**src/hdl/lgst_defs.svh**
```systemverilog
`ifndef LGST_DEFS_SVH
`define LGST_DEFS_SVH
`define LGST_OFS_PIN9 8'h1A
`define LGST_OFS_LINK0 8'h1D
`define LGST_OFS_LINK12 8'h1E
`define LGST_OFS_LINK3 8'h1F
`define LGST_OFS_REG56 8'h20
`define LGST_OFS_REG78 8'h21
`define LGST_OFS_BCCTL 8'h23
`define LGST_OFS_PSEL 8'h34
`define LGST_OFS_CCMODE 8'h43
`define LGST_OFS_LVL_LO 8'h6E
`define LGST_OFS_LVL_HI 8'h6F
`define LGST_CODE_FWD 4'h5
`define LGST_CODE_IN 4'h3
`define LGST_CODE_LOW 4'h1
`define LGST_CODE_HIGH 4'h9
`define LGST_BIT_DIVSEL 6
`define LGST_BIT_FASTBC 4
`define LGST_RST_CFG 8'h00
`define LGST_RST_PSEL 8'h01
`define LGST_DIV_SLOW 2'h3
`define LGST_DIV_MID 2'h1
`define LGST_DIV_FAST 2'h0
`define LGST_SMP_NORMAL 4'h1
`define LGST_SMP_FAST4 4'h6
`define LGST_SMP_FAST2 4'hA
`define LGST_SMP_FAST1 4'hF
`endif

```
**src/hdl/lgst_pkg.sv**
```systemverilog
package lgst_pkg;
	typedef enum logic [2:0] {
		LGST_CC_NORMAL = 3'b000,
		LGST_CC_FAST1 = 3'b001,
		LGST_CC_FAST2 = 3'b010,
		LGST_CC_FAST4 = 3'b011,
		LGST_CC_SPI_FWD = 3'b110,
		LGST_CC_SPI_REV = 3'b111
	} lgst_cc_mode_type;

	typedef struct packed {
		logic [2:0][7:0] std_cfg;
		logic [2:0][7:0] hs_cfg;
		logic [7:0] pin9_cfg;
		logic [7:0] reg56_cfg;
		logic [7:0] reg78_cfg;
		logic [7:0] bc_ctl;
		logic [7:0] port_sel;
		logic [7:0] cc_mode;
		logic strap_done;
		logic [3:0] gpio_o;
		logic [3:0] gpio_oe_n;
		logic [3:0] hs_o;
		logic [3:0] hs_oe_n;
		logic [3:0] loc_o;
		logic [3:0] loc_oe_n;
		logic pin9_o;
		logic pin9_oe_n;
		logic [3:0] aud;
		logic [1:0] div_cnt;
		logic bc_bit;
		logic [3:0] smp_cnt;
		logic hs_valid;
		logic [3:0] hs_data;
		logic [3:0] bc_gpio;
		logic sck_prev;
		logic sck_o;
		logic mosi_o;
		logic ss_n_o;
		logic rsck_prev;
		logic rpend;
		logic rmosi;
		logic spi_valid;
		logic spi_mosi;
		logic spi_ss_n;
		logic [7:0] rdata;
	} lgst_state_type;
endpackage

```
**src/hdl/lgst_gpio_tunnel.sv**
```systemverilog
`include "lgst_defs.svh"

module lgst_gpio_tunnel
	import lgst_pkg::*;
(
	// Clock and reset
	input wire logic clk,
	input wire logic arst_n,
	// Register port
	input wire logic [7:0] reg_addr,
	input wire logic [7:0] reg_wdata,
	input wire logic reg_wr,
	output logic [7:0] reg_rdata,
	// Link status and strap
	input wire logic two_lane,
	input wire logic strap_mode_select,
	// Forward frame fields, one strobe per pixel clock
	input wire logic fwd_strobe,
	input wire logic [3:0] fwd_gpio,
	input wire logic [3:0] fwd_hs_gpio,
	input wire logic fwd_spi_clk,
	input wire logic fwd_spi_mosi,
	input wire logic fwd_spi_ss_n,
	// Back channel timing
	input wire logic osc_tick,
	input wire logic bc_frame_start,
	output logic bc_bit_strobe,
	output logic [3:0] bc_gpio,
	output logic bc_hs_valid,
	output logic [3:0] bc_hs_data,
	output logic bc_spi_valid,
	output logic bc_spi_mosi,
	output logic bc_spi_ss_n,
	// Standard link pins
	input wire logic [3:0] gpio_in,
	output logic [3:0] gpio_out,
	output logic [3:0] gpio_oe_n,
	// High-speed link pins
	input wire logic [3:0] hs_gpio_in,
	output logic [3:0] hs_gpio_out,
	output logic [3:0] hs_gpio_oe_n,
	// Register-only pins 5..8 and pin 9
	input wire logic [3:0] loc_in,
	output logic [3:0] loc_out,
	output logic [3:0] loc_oe_n,
	input wire logic pin9_in,
	output logic pin9_out,
	output logic pin9_oe_n,
	// Shared audio inputs
	input wire logic [3:0] aud_pin_in,
	output logic [3:0] aud_data,
	// Forward SPI outputs
	output logic tunnel_spi_clock,
	output logic spi_mosi,
	output logic spi_ss_n,
	// Reverse SPI master inputs
	input wire logic rev_spi_clk,
	input wire logic rev_spi_mosi,
	input wire logic rev_spi_ss_n
);

	lgst_state_type s_reg;
	lgst_state_type s_next;

	function automatic logic [3:0] link_code(input logic [2:0][7:0] c, input int i);
		case (i)
			0: link_code = c[0][3:0];
			1: link_code = c[1][3:0];
			2: link_code = c[1][7:4];
			default: link_code = c[2][3:0];
		endcase
	endfunction

	function automatic logic is_local(input logic [3:0] c);
		is_local = (c == `LGST_CODE_LOW) || (c == `LGST_CODE_HIGH) || (c == `LGST_CODE_IN);
	endfunction

	logic [2:0] cc;
	logic fast_bc;
	logic [1:0] div_last;
	logic [3:0] carried;
	logic [3:0] smp_lim;
	logic spi_fwd;
	logic spi_rev;
	logic hs_ok;
	logic [3:0] lvl;
	logic rev_edge;
	logic [3:0] c;
	logic [7:0] idx;

	always_comb begin
		s_next = s_reg;
		cc = s_reg.cc_mode[2:0];
		spi_fwd = two_lane && (cc == LGST_CC_SPI_FWD);
		spi_rev = two_lane && (cc == LGST_CC_SPI_REV);
		hs_ok = two_lane && (cc[2:1] != 2'b11);
		case (cc)
			LGST_CC_FAST4: begin
				carried = 4'hF;
				smp_lim = `LGST_SMP_FAST4;
			end
			LGST_CC_FAST2: begin
				carried = 4'h3;
				smp_lim = `LGST_SMP_FAST2;
			end
			LGST_CC_FAST1: begin
				carried = 4'h1;
				smp_lim = `LGST_SMP_FAST1;
			end
			default: begin
				carried = 4'hF;
				smp_lim = `LGST_SMP_NORMAL;
			end
		endcase
		idx = reg_addr - `LGST_OFS_LINK0;
		// Strap loads the fast bit once after reset release
		if (!s_reg.strap_done) begin
			s_next.bc_ctl[`LGST_BIT_FASTBC] = strap_mode_select;
			s_next.strap_done = 1'b1;
		end
		// Register writes; the SPI tunnel has no path here
		if (reg_wr) begin
			case (reg_addr)
				`LGST_OFS_LINK0, `LGST_OFS_LINK12, `LGST_OFS_LINK3: begin
					if (s_reg.port_sel[0]) s_next.std_cfg[idx[1:0]] = reg_wdata;
					if (s_reg.port_sel[1]) s_next.hs_cfg[idx[1:0]] = reg_wdata;
				end
				`LGST_OFS_PIN9: s_next.pin9_cfg = reg_wdata;
				`LGST_OFS_REG56: s_next.reg56_cfg = reg_wdata;
				`LGST_OFS_REG78: s_next.reg78_cfg = reg_wdata;
				`LGST_OFS_BCCTL: s_next.bc_ctl = reg_wdata;
				`LGST_OFS_PSEL: s_next.port_sel = reg_wdata;
				`LGST_OFS_CCMODE: s_next.cc_mode = reg_wdata;
				// No local video-mode setting, it arrives over the link
				default: ;
			endcase
		end
		// Read data, one cycle after the address
		lvl = s_reg.port_sel[1] ? hs_gpio_in : gpio_in;
		case (reg_addr)
			`LGST_OFS_LINK0, `LGST_OFS_LINK12, `LGST_OFS_LINK3:
				s_next.rdata = s_reg.port_sel[1] ? s_reg.hs_cfg[idx[1:0]] :
					s_reg.std_cfg[idx[1:0]];
			`LGST_OFS_PIN9: s_next.rdata = s_reg.pin9_cfg;
			`LGST_OFS_REG56: s_next.rdata = s_reg.reg56_cfg;
			`LGST_OFS_REG78: s_next.rdata = s_reg.reg78_cfg;
			`LGST_OFS_BCCTL: s_next.rdata = s_reg.bc_ctl;
			`LGST_OFS_PSEL: s_next.rdata = s_reg.port_sel;
			`LGST_OFS_CCMODE: s_next.rdata = s_reg.cc_mode;
			`LGST_OFS_LVL_LO: s_next.rdata = {loc_in[2:0], 1'b0, lvl};
			`LGST_OFS_LVL_HI: s_next.rdata = {6'h00, pin9_in, loc_in[3]};
			default: s_next.rdata = 8'h00;
		endcase
		// Link pins
		for (int i = 0; i < 4; i++) begin
			c = link_code(s_reg.std_cfg, i);
			s_next.gpio_oe_n[i] = !(c == `LGST_CODE_FWD || c == `LGST_CODE_LOW ||
				c == `LGST_CODE_HIGH);
			if (c == `LGST_CODE_FWD) begin
				if (fwd_strobe) s_next.gpio_o[i] = fwd_gpio[i];
			end else begin
				s_next.gpio_o[i] = (c == `LGST_CODE_HIGH);
			end
			c = link_code(s_reg.hs_cfg, i);
			s_next.hs_oe_n[i] = !(hs_ok && (c == `LGST_CODE_FWD ||
				c == `LGST_CODE_LOW || c == `LGST_CODE_HIGH));
			if (c == `LGST_CODE_FWD) begin
				if (fwd_strobe && carried[i]) s_next.hs_o[i] = fwd_hs_gpio[i];
			end else begin
				s_next.hs_o[i] = (c == `LGST_CODE_HIGH);
			end
			// Local pins 5..8: registers only, audio loses the pin
			c = (i < 2) ? s_reg.reg56_cfg[i*4 +: 4] : s_reg.reg78_cfg[(i-2)*4 +: 4];
			s_next.loc_oe_n[i] = !(c == `LGST_CODE_LOW || c == `LGST_CODE_HIGH);
			s_next.loc_o[i] = (c == `LGST_CODE_HIGH);
			s_next.aud[i] = is_local(c) ? 1'b0 : aud_pin_in[i];
		end
		c = s_reg.pin9_cfg[3:0];
		s_next.pin9_oe_n = !(c == `LGST_CODE_LOW || c == `LGST_CODE_HIGH);
		s_next.pin9_o = (c == `LGST_CODE_HIGH);
		// Back channel bit clock divider
		fast_bc = s_reg.bc_ctl[`LGST_BIT_FASTBC];
		if (fast_bc) begin
			div_last = `LGST_DIV_FAST;
		end else if (s_reg.bc_ctl[`LGST_BIT_DIVSEL]) begin
			div_last = `LGST_DIV_MID;
		end else begin
			div_last = `LGST_DIV_SLOW;
		end
		s_next.bc_bit = 1'b0;
		if (osc_tick) begin
			if (s_reg.div_cnt >= div_last) begin
				s_next.div_cnt = 2'h0;
				s_next.bc_bit = 1'b1;
			end else begin
				s_next.div_cnt = s_reg.div_cnt + 2'h1;
			end
		end
		// High-speed sampling, limited per frame
		s_next.hs_valid = 1'b0;
		if (bc_frame_start) s_next.smp_cnt = 4'h0;
		if (s_reg.bc_bit && hs_ok && !bc_frame_start && s_reg.smp_cnt < smp_lim) begin
			s_next.smp_cnt = s_reg.smp_cnt + 4'h1;
			s_next.hs_valid = 1'b1;
			for (int i = 0; i < 4; i++) begin
				if (carried[i] && link_code(s_reg.hs_cfg, i) == `LGST_CODE_IN)
					s_next.hs_data[i] = hs_gpio_in[i];
			end
		end
		// Standard inputs sent once per frame
		if (bc_frame_start) begin
			for (int i = 0; i < 4; i++) begin
				s_next.bc_gpio[i] = (link_code(s_reg.std_cfg, i) == `LGST_CODE_IN) &&
					gpio_in[i];
			end
		end
		// Forward SPI regeneration
		if (spi_fwd) begin
			if (fwd_strobe) begin
				s_next.sck_prev = fwd_spi_clk;
				s_next.sck_o = s_reg.sck_prev;
				s_next.ss_n_o = fwd_spi_ss_n;
				if (!s_reg.sck_o && !s_reg.sck_prev) s_next.mosi_o = fwd_spi_mosi;
			end
		end else begin
			s_next.sck_prev = 1'b0;
			s_next.sck_o = 1'b0;
			s_next.ss_n_o = 1'b1;
		end
		// Reverse SPI capture, one sample per frame
		rev_edge = spi_rev && rev_spi_clk && !s_reg.rsck_prev && !rev_spi_ss_n;
		s_next.rsck_prev = rev_spi_clk;
		s_next.spi_valid = 1'b0;
		if (bc_frame_start) begin
			s_next.spi_valid = s_reg.rpend && spi_rev;
			s_next.spi_mosi = s_reg.rmosi;
			s_next.spi_ss_n = spi_rev ? rev_spi_ss_n : 1'b1;
			s_next.rpend = 1'b0;
		end
		if (rev_edge && (!s_reg.rpend || bc_frame_start)) begin
			s_next.rpend = 1'b1;
			s_next.rmosi = rev_spi_mosi;
		end
	end

	always_ff @(posedge clk or negedge arst_n) begin
		if (!arst_n) begin
			s_reg <= '0;
			s_reg.std_cfg <= {3{`LGST_RST_CFG}};
			s_reg.hs_cfg <= {3{`LGST_RST_CFG}};
			s_reg.port_sel <= `LGST_RST_PSEL;
			s_reg.gpio_oe_n <= 4'hF;
			s_reg.hs_oe_n <= 4'hF;
			s_reg.loc_oe_n <= 4'hF;
			s_reg.pin9_oe_n <= 1'b1;
			s_reg.ss_n_o <= 1'b1;
			s_reg.spi_ss_n <= 1'b1;
		end else begin
			s_reg <= s_next;
		end
	end

	assign reg_rdata = s_reg.rdata;
	assign bc_bit_strobe = s_reg.bc_bit;
	assign bc_gpio = s_reg.bc_gpio;
	assign bc_hs_valid = s_reg.hs_valid;
	assign bc_hs_data = s_reg.hs_data;
	assign bc_spi_valid = s_reg.spi_valid;
	assign bc_spi_mosi = s_reg.spi_mosi;
	assign bc_spi_ss_n = s_reg.spi_ss_n;
	assign gpio_out = s_reg.gpio_o;
	assign gpio_oe_n = s_reg.gpio_oe_n;
	assign hs_gpio_out = s_reg.hs_o;
	assign hs_gpio_oe_n = s_reg.hs_oe_n;
	assign loc_out = s_reg.loc_o;
	assign loc_oe_n = s_reg.loc_oe_n;
	assign pin9_out = s_reg.pin9_o;
	assign pin9_oe_n = s_reg.pin9_oe_n;
	assign aud_data = s_reg.aud;
	assign tunnel_spi_clock = s_reg.sck_o;
	assign spi_mosi = s_reg.mosi_o;
	assign spi_ss_n = s_reg.ss_n_o;

endmodule

```
**config.mk**
```make
export PLATFORM = sky130hd
export DESIGN_NAME = lgst_gpio_tunnel
export DESIGN_NICKNAME = d
export VERILOG_FILES = /design/src/hdl/lgst_pkg.sv /design/src/hdl/lgst_gpio_tunnel.sv
export VERILOG_INCLUDE_DIRS = /design/src /design/src/hdl
export SDC_FILE = /design/constraint.sdc
export NUM_CORES = 1
export LEC_CHECK = 0
export ABC_AREA = 1
export BUFFER_PORTS_ARGS = -buffer_cell sky130_fd_sc_hd__buf_2
export CORE_MARGIN = 1.5
export CORE_UTILIZATION = 50
export CTS_BUF_LIST = sky130_fd_sc_hd__clkbuf_4 sky130_fd_sc_hd__clkbuf_8 sky130_fd_sc_hd__clkbuf_16
export CTS_CLUSTER_SIZE = 30
export DETAILED_ROUTE_END_ITERATION = 7
export GPL_TIMING_DRIVEN = 0
export PLACE_DENSITY = 0.7
export SETUP_SLACK_MARGIN = 0.3
export SYNTH_ARGS = -nofsm -noshare
export SYNTH_HDL_FRONTEND = slang
export SYNTH_SLANG_ARGS = --single-unit
```
**constraint.sdc**
```tcl
create_clock -name clk -period 3.59 [get_ports clk]
set_input_delay 0.359 -clock clk [delete_from_list [all_inputs] [get_ports clk]]
set_output_delay 0.359 -clock clk [all_outputs]
set_load 0.005 [all_outputs]
```
==> out/summary.log, run 1 <==
[synthesis] Post-synth top flop sky130_fd_sc_hd__dfrtp_1
[route] Residual DRC 0
[cts] # Post-CTS Setup Buffers 0
[grt] met1 Track Usage GR 0.379
[placement] PortBufs 102
[route] detailed-route wire length 22600 µm
[timing] number of hold violations in the final report 0
[timing] Hold Worst Slack 0.0435 ns
[synthesis] number of warnings issued by yosys 0
[synthesis] Synth cell types 34
[route] drt first pass iters 5
[placement] HPWL reported at the end of detailed placement 16100 µm
[cts] maximum buffer depth of the clock tree 2
[setup_path] classification of the worst setup path reg -> reg
[die] Core Box Area 0.0161 mm²
[timing] transition time at the pin with the least slew margin 0.656 ns
[power_and_ir_drop] static leakage 5.15 nW
[synthesis] Yosys reg bits 161
[power_and_ir_drop] PnR Total Power 4.32 mW
[die] starting density of the core 0.518
[timing] part of the cycle the worst path needs 0.632
[timing] setup repair after global routing missed its margin no
[power_and_ir_drop] worst-case vdd ir drop 0.000341 V
[die] Die Area 0.0174 mm²
[grt] GRT Resource Usage Total 0.269
[timing] largest clock skew in the final design 0.00592 ns
[flow_run] Max Cap Violations 0
[synthesis] share of async-settable or async-resettable flops after synthesis 1.00
[route] final antenna-violating net count 0
[die] Horiz. Die Dim 132 µm
[route] total number of vias 7381
[layout] Fillers 1535
[synthesis] Post-Syn Nets 1127
[setup_path] required time reported for the critical path endpoint 3.96 ns
[power_and_ir_drop] Cell Pwr Density 442 mW/mm²
[timing] minimum clock period 2.27 ns
[layout] final instance count without filler cells 1412
[route] average vias per placed instance 5.23
[timing] maximum clock frequency 0.441 GHz
[setup_path] launching element type of the critical path register
[setup_path] kind of end point of the critical path register
[setup_path] Arrival @ worst endpoint 2.64 ns
[layout] # diodes 0
[cts] clock network latency to the later pin of the worst-skew pair 0.43 ns
[cts] clock buffers created by TritonCTS 17
[cts] Worst-path clk slew 0.07 ns
[synthesis] mean area per synthesized cell 7.84 µm²
[layout] post-layout instance area 0.00978 mm²
[setup_path] largest fanout of any net on the critical path 9
[grt] global-route track usage on met2 0.422
[grt] pin count of the biggest net entering global routing 94
[route] Avg WL per Cell 16.0 µm
[die] num ports 109
[status] status finished, final reports clean
[placement] worst slack after detailed placement 1.04 ns
[route] First DRT Iteration DRCs 619
[timing] Max Slew Vio Count 0
[synthesis] number of enable-type register cells in the synthesized netlist 0
[synthesis] most common cell in the synthesized netlist sky130_fd_sc_hd__nand2_1
[synthesis] portion of synthesized cell area occupied by the leading cell type 0.436
[synthesis] number of instances in the synthesized netlist 1060
[layout] layout cell share with drive strength beyond 1 0.203
[synthesis] cell taking the most area after synthesis sky130_fd_sc_hd__dfrtp_1
[grt] initial antenna violation count 0
[placement] GPL Wtd Cong 0.904
[layout] storage element area 0.00405 mm²
[synthesis] post-synthesis instance area 0.00831 mm²
[cts] clk sinks 161
[cts] Resized Gates After CTS 0
[placement] number of placed instances with taps included 1379
[die] vertical extent of the die 132 µm
[synthesis] most common library cells after synthesis 339 x sky130_fd_sc_hd__nand2_1, 145 x sky130_fd_sc_hd__dfrtp_1, 144 x sky130_fd_sc_hd__nand3_1, 113 x sky130_fd_sc_hd__inv_1, 56 x sky130_fd_sc_hd__nor2_1
[timing] Final Worst Setup Slack 1.32 ns
[min_path] Min-Delay Path Class in -> reg
[grt] routing usage on met3 0.0434
[die] count of standard-cell rows 46
[synthesis] proportion of synthesized chip area in sequential cells 0.487
[cts] clock tree root driver cell sky130_fd_sc_hd__clkbuf_16
[timing] number of failing setup endpoints in the final timing report 0
[grt] first-pass GRT wire length 36200 µm
[grt] number of global-route vias before repair 6907
[layout] area occupied by multi-input gates 0.00333 mm²
[layout] nets 1250
[layout] max reg flops 99
[cts] H-tree depth 4
[cts] CTS tree done
[grt] remaining global-route overflow 0
[timing] relative slew slack 0.562
[placement] Cell Area, Placed 0.00913 mm²
[synthesis] ranking of synthesized cells by area sky130_fd_sc_hd__dfrtp_1 44%, sky130_fd_sc_hd__nand2_1 15%, sky130_fd_sc_hd__nand3_1 8.7%
[grt] most congested layer reported by global routing met2
[layout] layout-stage area growth over the synthesis result 17.6%
## metrics by stage
stage / TNS (ns) / util
final: 0 / 0.609
after CTS: 0 / 0.609
after floorplan: 0 / -
after detailed placement: 0 / 0.569
after global placement: -41.78 / 0.566
after global routing: 0 / 0.609
## layer usage
layer | routed length, µm | up-vias
met5 | 0 | -
met2 | 10400 | 240
met4 | 522 | 0
met3 | 1330 | 41
li1 | - | 3590
met1 | 10300 | 3510
## worst max-delay path, cell delays in order (launching register included)
cell	delay, ns
sky130_fd_sc_hd__dfrtp_1	0.45
sky130_fd_sc_hd__inv_1	0.13
sky130_fd_sc_hd__nand3_1	0.07
sky130_fd_sc_hd__nand2_1	0.14
sky130_fd_sc_hd__inv_1	0.12
sky130_fd_sc_hd__ha_1	0.30
sky130_fd_sc_hd__nand2_1	0.06
sky130_fd_sc_hd__nand4_1	0.08
sky130_fd_sc_hd__nor2_2	0.31
sky130_fd_sc_hd__nand2_1	0.20
sky130_fd_sc_hd__inv_1	0.17
sky130_fd_sc_hd__nand2_1	0.07
sky130_fd_sc_hd__nand2_1	0.07
## cell families (layout without fill, tap and decap cells)
group,after synthesis,after routing,share of synthesized area
AO/OA/AOI/OAI,96,96,0.0671
XOR/XNOR,3,3,0.00316
adder cells (fa/ha/maj),12,12,0.0181
other,1,1,0.000451
flip-flops,161,161,0.487
multiplexers,1,1,0.00120
buffers and inverters,195,331,0.113
AND/OR/NAND/NOR,591,591,0.310
## path summary, 6_finish.rpt
path / slack [ns] / start / endpoint / depth (start not counted)
min in group asynchronous: 0.47 / arst_n / bc_hs_valid$_DFF_PN0_ / 2
worst max-delay path: 1.32 / cc[0]$_DFFE_PN0P_ / s_reg[28]$_DFFE_PN0P_ / 12
max in group asynchronous: 2.25 / arst_n / loc_oe_n[3]$_DFF_PN1_ / 3
worst max register to register: 1.32 / cc[0]$_DFFE_PN0P_ / s_reg[28]$_DFFE_PN0P_ / 12
worst min-delay path: 0.04 / rev_spi_clk / s_reg[13]$_DFF_PN0_ / 1
worst min register to register: 0.47 / s_reg[149]$_DFFE_PN0P_ / s_reg[149]$_DFFE_PN0P_ / 2
## cell usage in the layout (no fill, tap or decap), types with 2 or more instances in the layout
cell	count
sky130_fd_sc_hd__clkinv_2	3
sky130_fd_sc_hd__nor2_4	7
sky130_fd_sc_hd__clkinvlp_4	3
sky130_fd_sc_hd__bufinv_16	4
sky130_fd_sc_hd__nor3_1	3
sky130_fd_sc_hd__dfstp_2	16
sky130_fd_sc_hd__buf_4	49
sky130_fd_sc_hd__nand2_2	4
sky130_fd_sc_hd__nand3b_1	5
sky130_fd_sc_hd__inv_2	3
sky130_fd_sc_hd__ha_1	12
sky130_fd_sc_hd__o21ai_1	17
sky130_fd_sc_hd__buf_2	117
sky130_fd_sc_hd__clkbuf_1	13
sky130_fd_sc_hd__nor2_2	7
sky130_fd_sc_hd__o31ai_1	4
sky130_fd_sc_hd__nand2_1	339
sky130_fd_sc_hd__or2_2	2
sky130_fd_sc_hd__clkinv_4	2
sky130_fd_sc_hd__nand3_2	4
sky130_fd_sc_hd__o21bai_1	2
sky130_fd_sc_hd__nor2_1	56
sky130_fd_sc_hd__xor2_1	2
sky130_fd_sc_hd__inv_1	113
sky130_fd_sc_hd__dfrtp_1	145
sky130_fd_sc_hd__nand4_1	20
sky130_fd_sc_hd__clkbuf_8	2
sky130_fd_sc_hd__o21ai_0	38
sky130_fd_sc_hd__clkbuf_16	17
sky130_fd_sc_hd__a21oi_1	8
sky130_fd_sc_hd__nand3_1	144
sky130_fd_sc_hd__o21a_1	11
sky130_fd_sc_hd__o211ai_1	9
sky130_fd_sc_hd__a31oi_1	5
## cell type report
class	instances	share of cell area
clock buffer	19	0.0463
buffer	78	0.0508
clock inverter	13	0.0188
inverter	117	0.0449
multi-input combinational	704	0.340
timing repair buffer	104	0.0571
sequential	161	0.414
tap	216	0.0276
## power by group
group	leakage [nW]	switching [mW]	total, mW	internal (mW)
clock network	0.305	0.767	1.97	1.20
logic	2.71	0.280	0.415	0.135
registers	2.13	0.0519	1.94	1.89
total	5.15	1.10	4.32	3.22
## what timing repair did
item | 4_1_cts | 5_1_grt
endpoints found under the setup margin | 0 | 0
hold buffers | 1 | 0
endpoints found under the hold margin | 64 | 0
Note: power is estimated with default switching activity, not from simulation.
==> run 2: changes to the inputs <==
- PLACE_DENSITY: 0.7 -> 0.72
- clock period: 3.59 -> 1.9 ns (I/O delays scaled with it)
==> run 2 against run 1 <==
Net effect: global-route usage fell by 0.26 points; cell count rose by 1.5%; clock-buffer cell count rose by 2; critical path type unchanged; critical endpoint is now s_reg[27]$_DFFE_PN0P_; largest power group is now sequential cells.
==> out/summary.log, run 2 (same netlist as run 1, synthesis figures left out) <==
[layout] storage element area 0.00405 mm²
[die] Core Box Area 0.0161 mm²
[setup_path] launch point of the worst path cc[1]$_DFFE_PN0P_
[setup_path] classification of the worst setup path reg -> reg
[layout] layout cell share with drive strength beyond 1 0.229
[layout] Fillers 1405
[placement] number of placed instances with taps included 1379
[route] detailed-route wire length 22800 µm
[timing] setup repair after global routing missed its margin yes
[layout] max reg flops 99
[grt] pin count of the biggest net entering global routing 86
[power_and_ir_drop] static leakage 5.21 nW
[timing] minimum clock period 1.84 ns
[route] drt first pass iters 5
[setup_path] WP buf/inv 3
[layout] post-layout instance area 0.0100 mm²
[grt] GRT Resource Usage Total 0.266
[cts] clk sinks 161
[power_and_ir_drop] cell-internal power 5.76 mW
[setup_path] Arrival @ worst endpoint 2.17 ns
[route] final antenna-violating net count 0
[cts] H-tree depth 4
[timing] part of the cycle the worst path needs 0.971
[route] Residual DRC 0
[setup_path] launching element type of the critical path register
[route] First DRT Iteration DRCs 728
[cts] Worst-path clk slew 0.06 ns
[placement] PortBufs 102
[layout] top library cells by usage in the layout, fill and taps aside 334 x sky130_fd_sc_hd__nand2_1, 143 x sky130_fd_sc_hd__dfrtp_1, 140 x sky130_fd_sc_hd__nand3_1
[route] total number of vias 7479
[layout] layout-stage area growth over the synthesis result 20.4%
[setup_path] Crit path max-delay family simple AND/OR/NAND/NOR gates
[timing] relative slew slack 0.542
[power_and_ir_drop] Cell Pwr Density 785 mW/mm²
[grt] first-pass GRT wire length 35900 µm
[timing] Max Slew Vio Count 0
[grt] remaining global-route overflow 0
[setup_path] standard cell with the maximum stage delay on the critical path sky130_fd_sc_hd__dfrtp_2
[setup_path] kind of end point of the critical path register
[die] starting density of the core 0.518
[cts] clock network latency to the later pin of the worst-skew pair 0.43 ns
[cts] clock buffers created by TritonCTS 17
[grt] number of global-route vias before repair 6849
[cts] CTS tree done
[layout] area occupied by multi-input gates 0.00339 mm²
[power_and_ir_drop] reported net switching power 2.10 mW
[layout] # diodes 0
[setup_path] largest fanout of any net on the critical path 9
[placement] HPWL reported at the end of detailed placement 16300 µm
[placement] GPL Wtd Cong 0.906
[route] average vias per placed instance 5.22
[timing] number of hold violations in the final report 0
[cts] clock tree root driver cell sky130_fd_sc_hd__clkbuf_16
[layout] leading cell type in the layout, fill and taps excluded sky130_fd_sc_hd__nand2_1
[power_and_ir_drop] combinational fraction of design power 0.112
[setup_path] required time reported for the critical path endpoint 2.22 ns
[layout] nets 1271
[min_path] Min-Delay Path Class in -> reg
[cts] maximum buffer depth of the clock tree 2
[setup_path] critical path, cell by cell nand3b_1 > nand2_4 > inv_4 > ha_4 > nand2_1 > inv_1 > nand2_2 > nand2_2 > inv_2 > nand2_1 > nand2_1
[timing] number of failing setup endpoints in the final timing report 0
[die] Horiz. Die Dim 132 µm
[setup_path] most used cell along the critical path sky130_fd_sc_hd__nand2_1
[die] vertical extent of the die 132 µm
[layout] share of the core filled with cells in the final layout 0.623
[setup_path] worst stage delay on the critical path 0.43 ns
[route] Avg WL per Cell 15.9 µm
[power_and_ir_drop] relative contribution of sequential cells to total power 0.466
[die] Die Area 0.0174 mm²
[timing] transition time at the pin with the least slew margin 0.687 ns
[timing] setup TNS 0 ns
[status] status finished, final reports clean
[power_and_ir_drop] part of the total power dissipated in the clock network 0.422
[timing] Final Worst Setup Slack 0.0552 ns
[placement] worst slack after detailed placement -0.246 ns
[die] num ports 109
[grt] initial antenna violation count 0
[timing] maximum clock frequency 0.542 GHz
[timing] largest clock skew in the final design 0.00838 ns
[power_and_ir_drop] worst-case vdd ir drop 0.000615 V
[power_and_ir_drop] switching share of power 0.267
[setup_path] worst flop-to-flop path startpoint cc[1]$_DFFE_PN0P_
[flow_run] Max Cap Violations 0
[min_path] Hold Startpoint rev_spi_mosi
[die] count of standard-cell rows 46
[layout] final instance count without filler cells 1433
[placement] Cell Area, Placed 0.00916 mm²
==> run 2: timing repair <==
item / 4_1_cts / 5_1_grt
hold buffers: 9 / 0
hold endpoints to repair: 75 / 0
pin swaps: 7 / 5
setup buffers: 8 / 5
endpoints found under the setup margin: 17 / 64
gates resized for setup: 14 / 17
==> run 2: per-layer routing <==
layer  up-vias  GRT usage  routed length, µm
li1       3643          -                  -
met1      3529      0.354               9820
met2       261      0.441              11000
met3        46     0.0392               1360
met4         0      0.104                584
met5         -          0                  0
==> run 2: worst reg2reg max path, delay by kind of cell (launching register included) <==
kind	cells	cell delay (ns)
simple gates	7	0.86
fa+ha+maj	1	0.26
buf+inv	3	0.18
flops	1	0.43
==> run 2: stage by stage <==
stage / power [mW] / hold WS (ns)
final: 7.86 / 0.0178
after global routing: 8.15 / 0.0303
after CTS: 7.85 / 0.0168
after detailed placement: 4.52 / 0.216
after global placement: 4.49 / 0.313
after floorplan: 4.16 / -0.106
==> run 2: area by class of cell <==
cell class,count,share of cell area
inverters,117,0.0450
repair buffers,125,0.0747
well taps,216,0.0270
flip-flops and latches,161,0.405
plain buffers,78,0.0524
clock buffers,21,0.0461
multi-input cells,704,0.339
clock inverters,11,0.0110
==> run 2: worst paths after layout <==
kind,end,slack (ns),depth (start not counted)
worst max-delay path,s_reg[27]$_DFFE_PN0P_,0.06,11
worst min-delay path,s_reg[11]$_DFFE_PN0P_,0.02,3
worst max register to register,s_reg[27]$_DFFE_PN0P_,0.06,11
worst min register to register,bc_hs_data[3]$_DFFE_PN0P_,0.47,2
max in group asynchronous,loc_oe_n[3]$_DFF_PN1_,0.74,3
min in group asynchronous,spi_mosi$_DFFE_PN0P_,0.32,2
==> run 2: power groups by stage <==
stage | logic (mW) | registers [mW] | clock network [mW]
4_1_cts | 0.852 | 3.66 | 3.34
6_report | 0.878 | 3.66 | 3.32
2_1_floorplan | 0.461 | 3.69 | 0
5_1_grt | 0.971 | 3.68 | 3.50
3_3_place_gp | 0.773 | 3.72 | 0
3_5_place_dp | 0.797 | 3.72 | 0
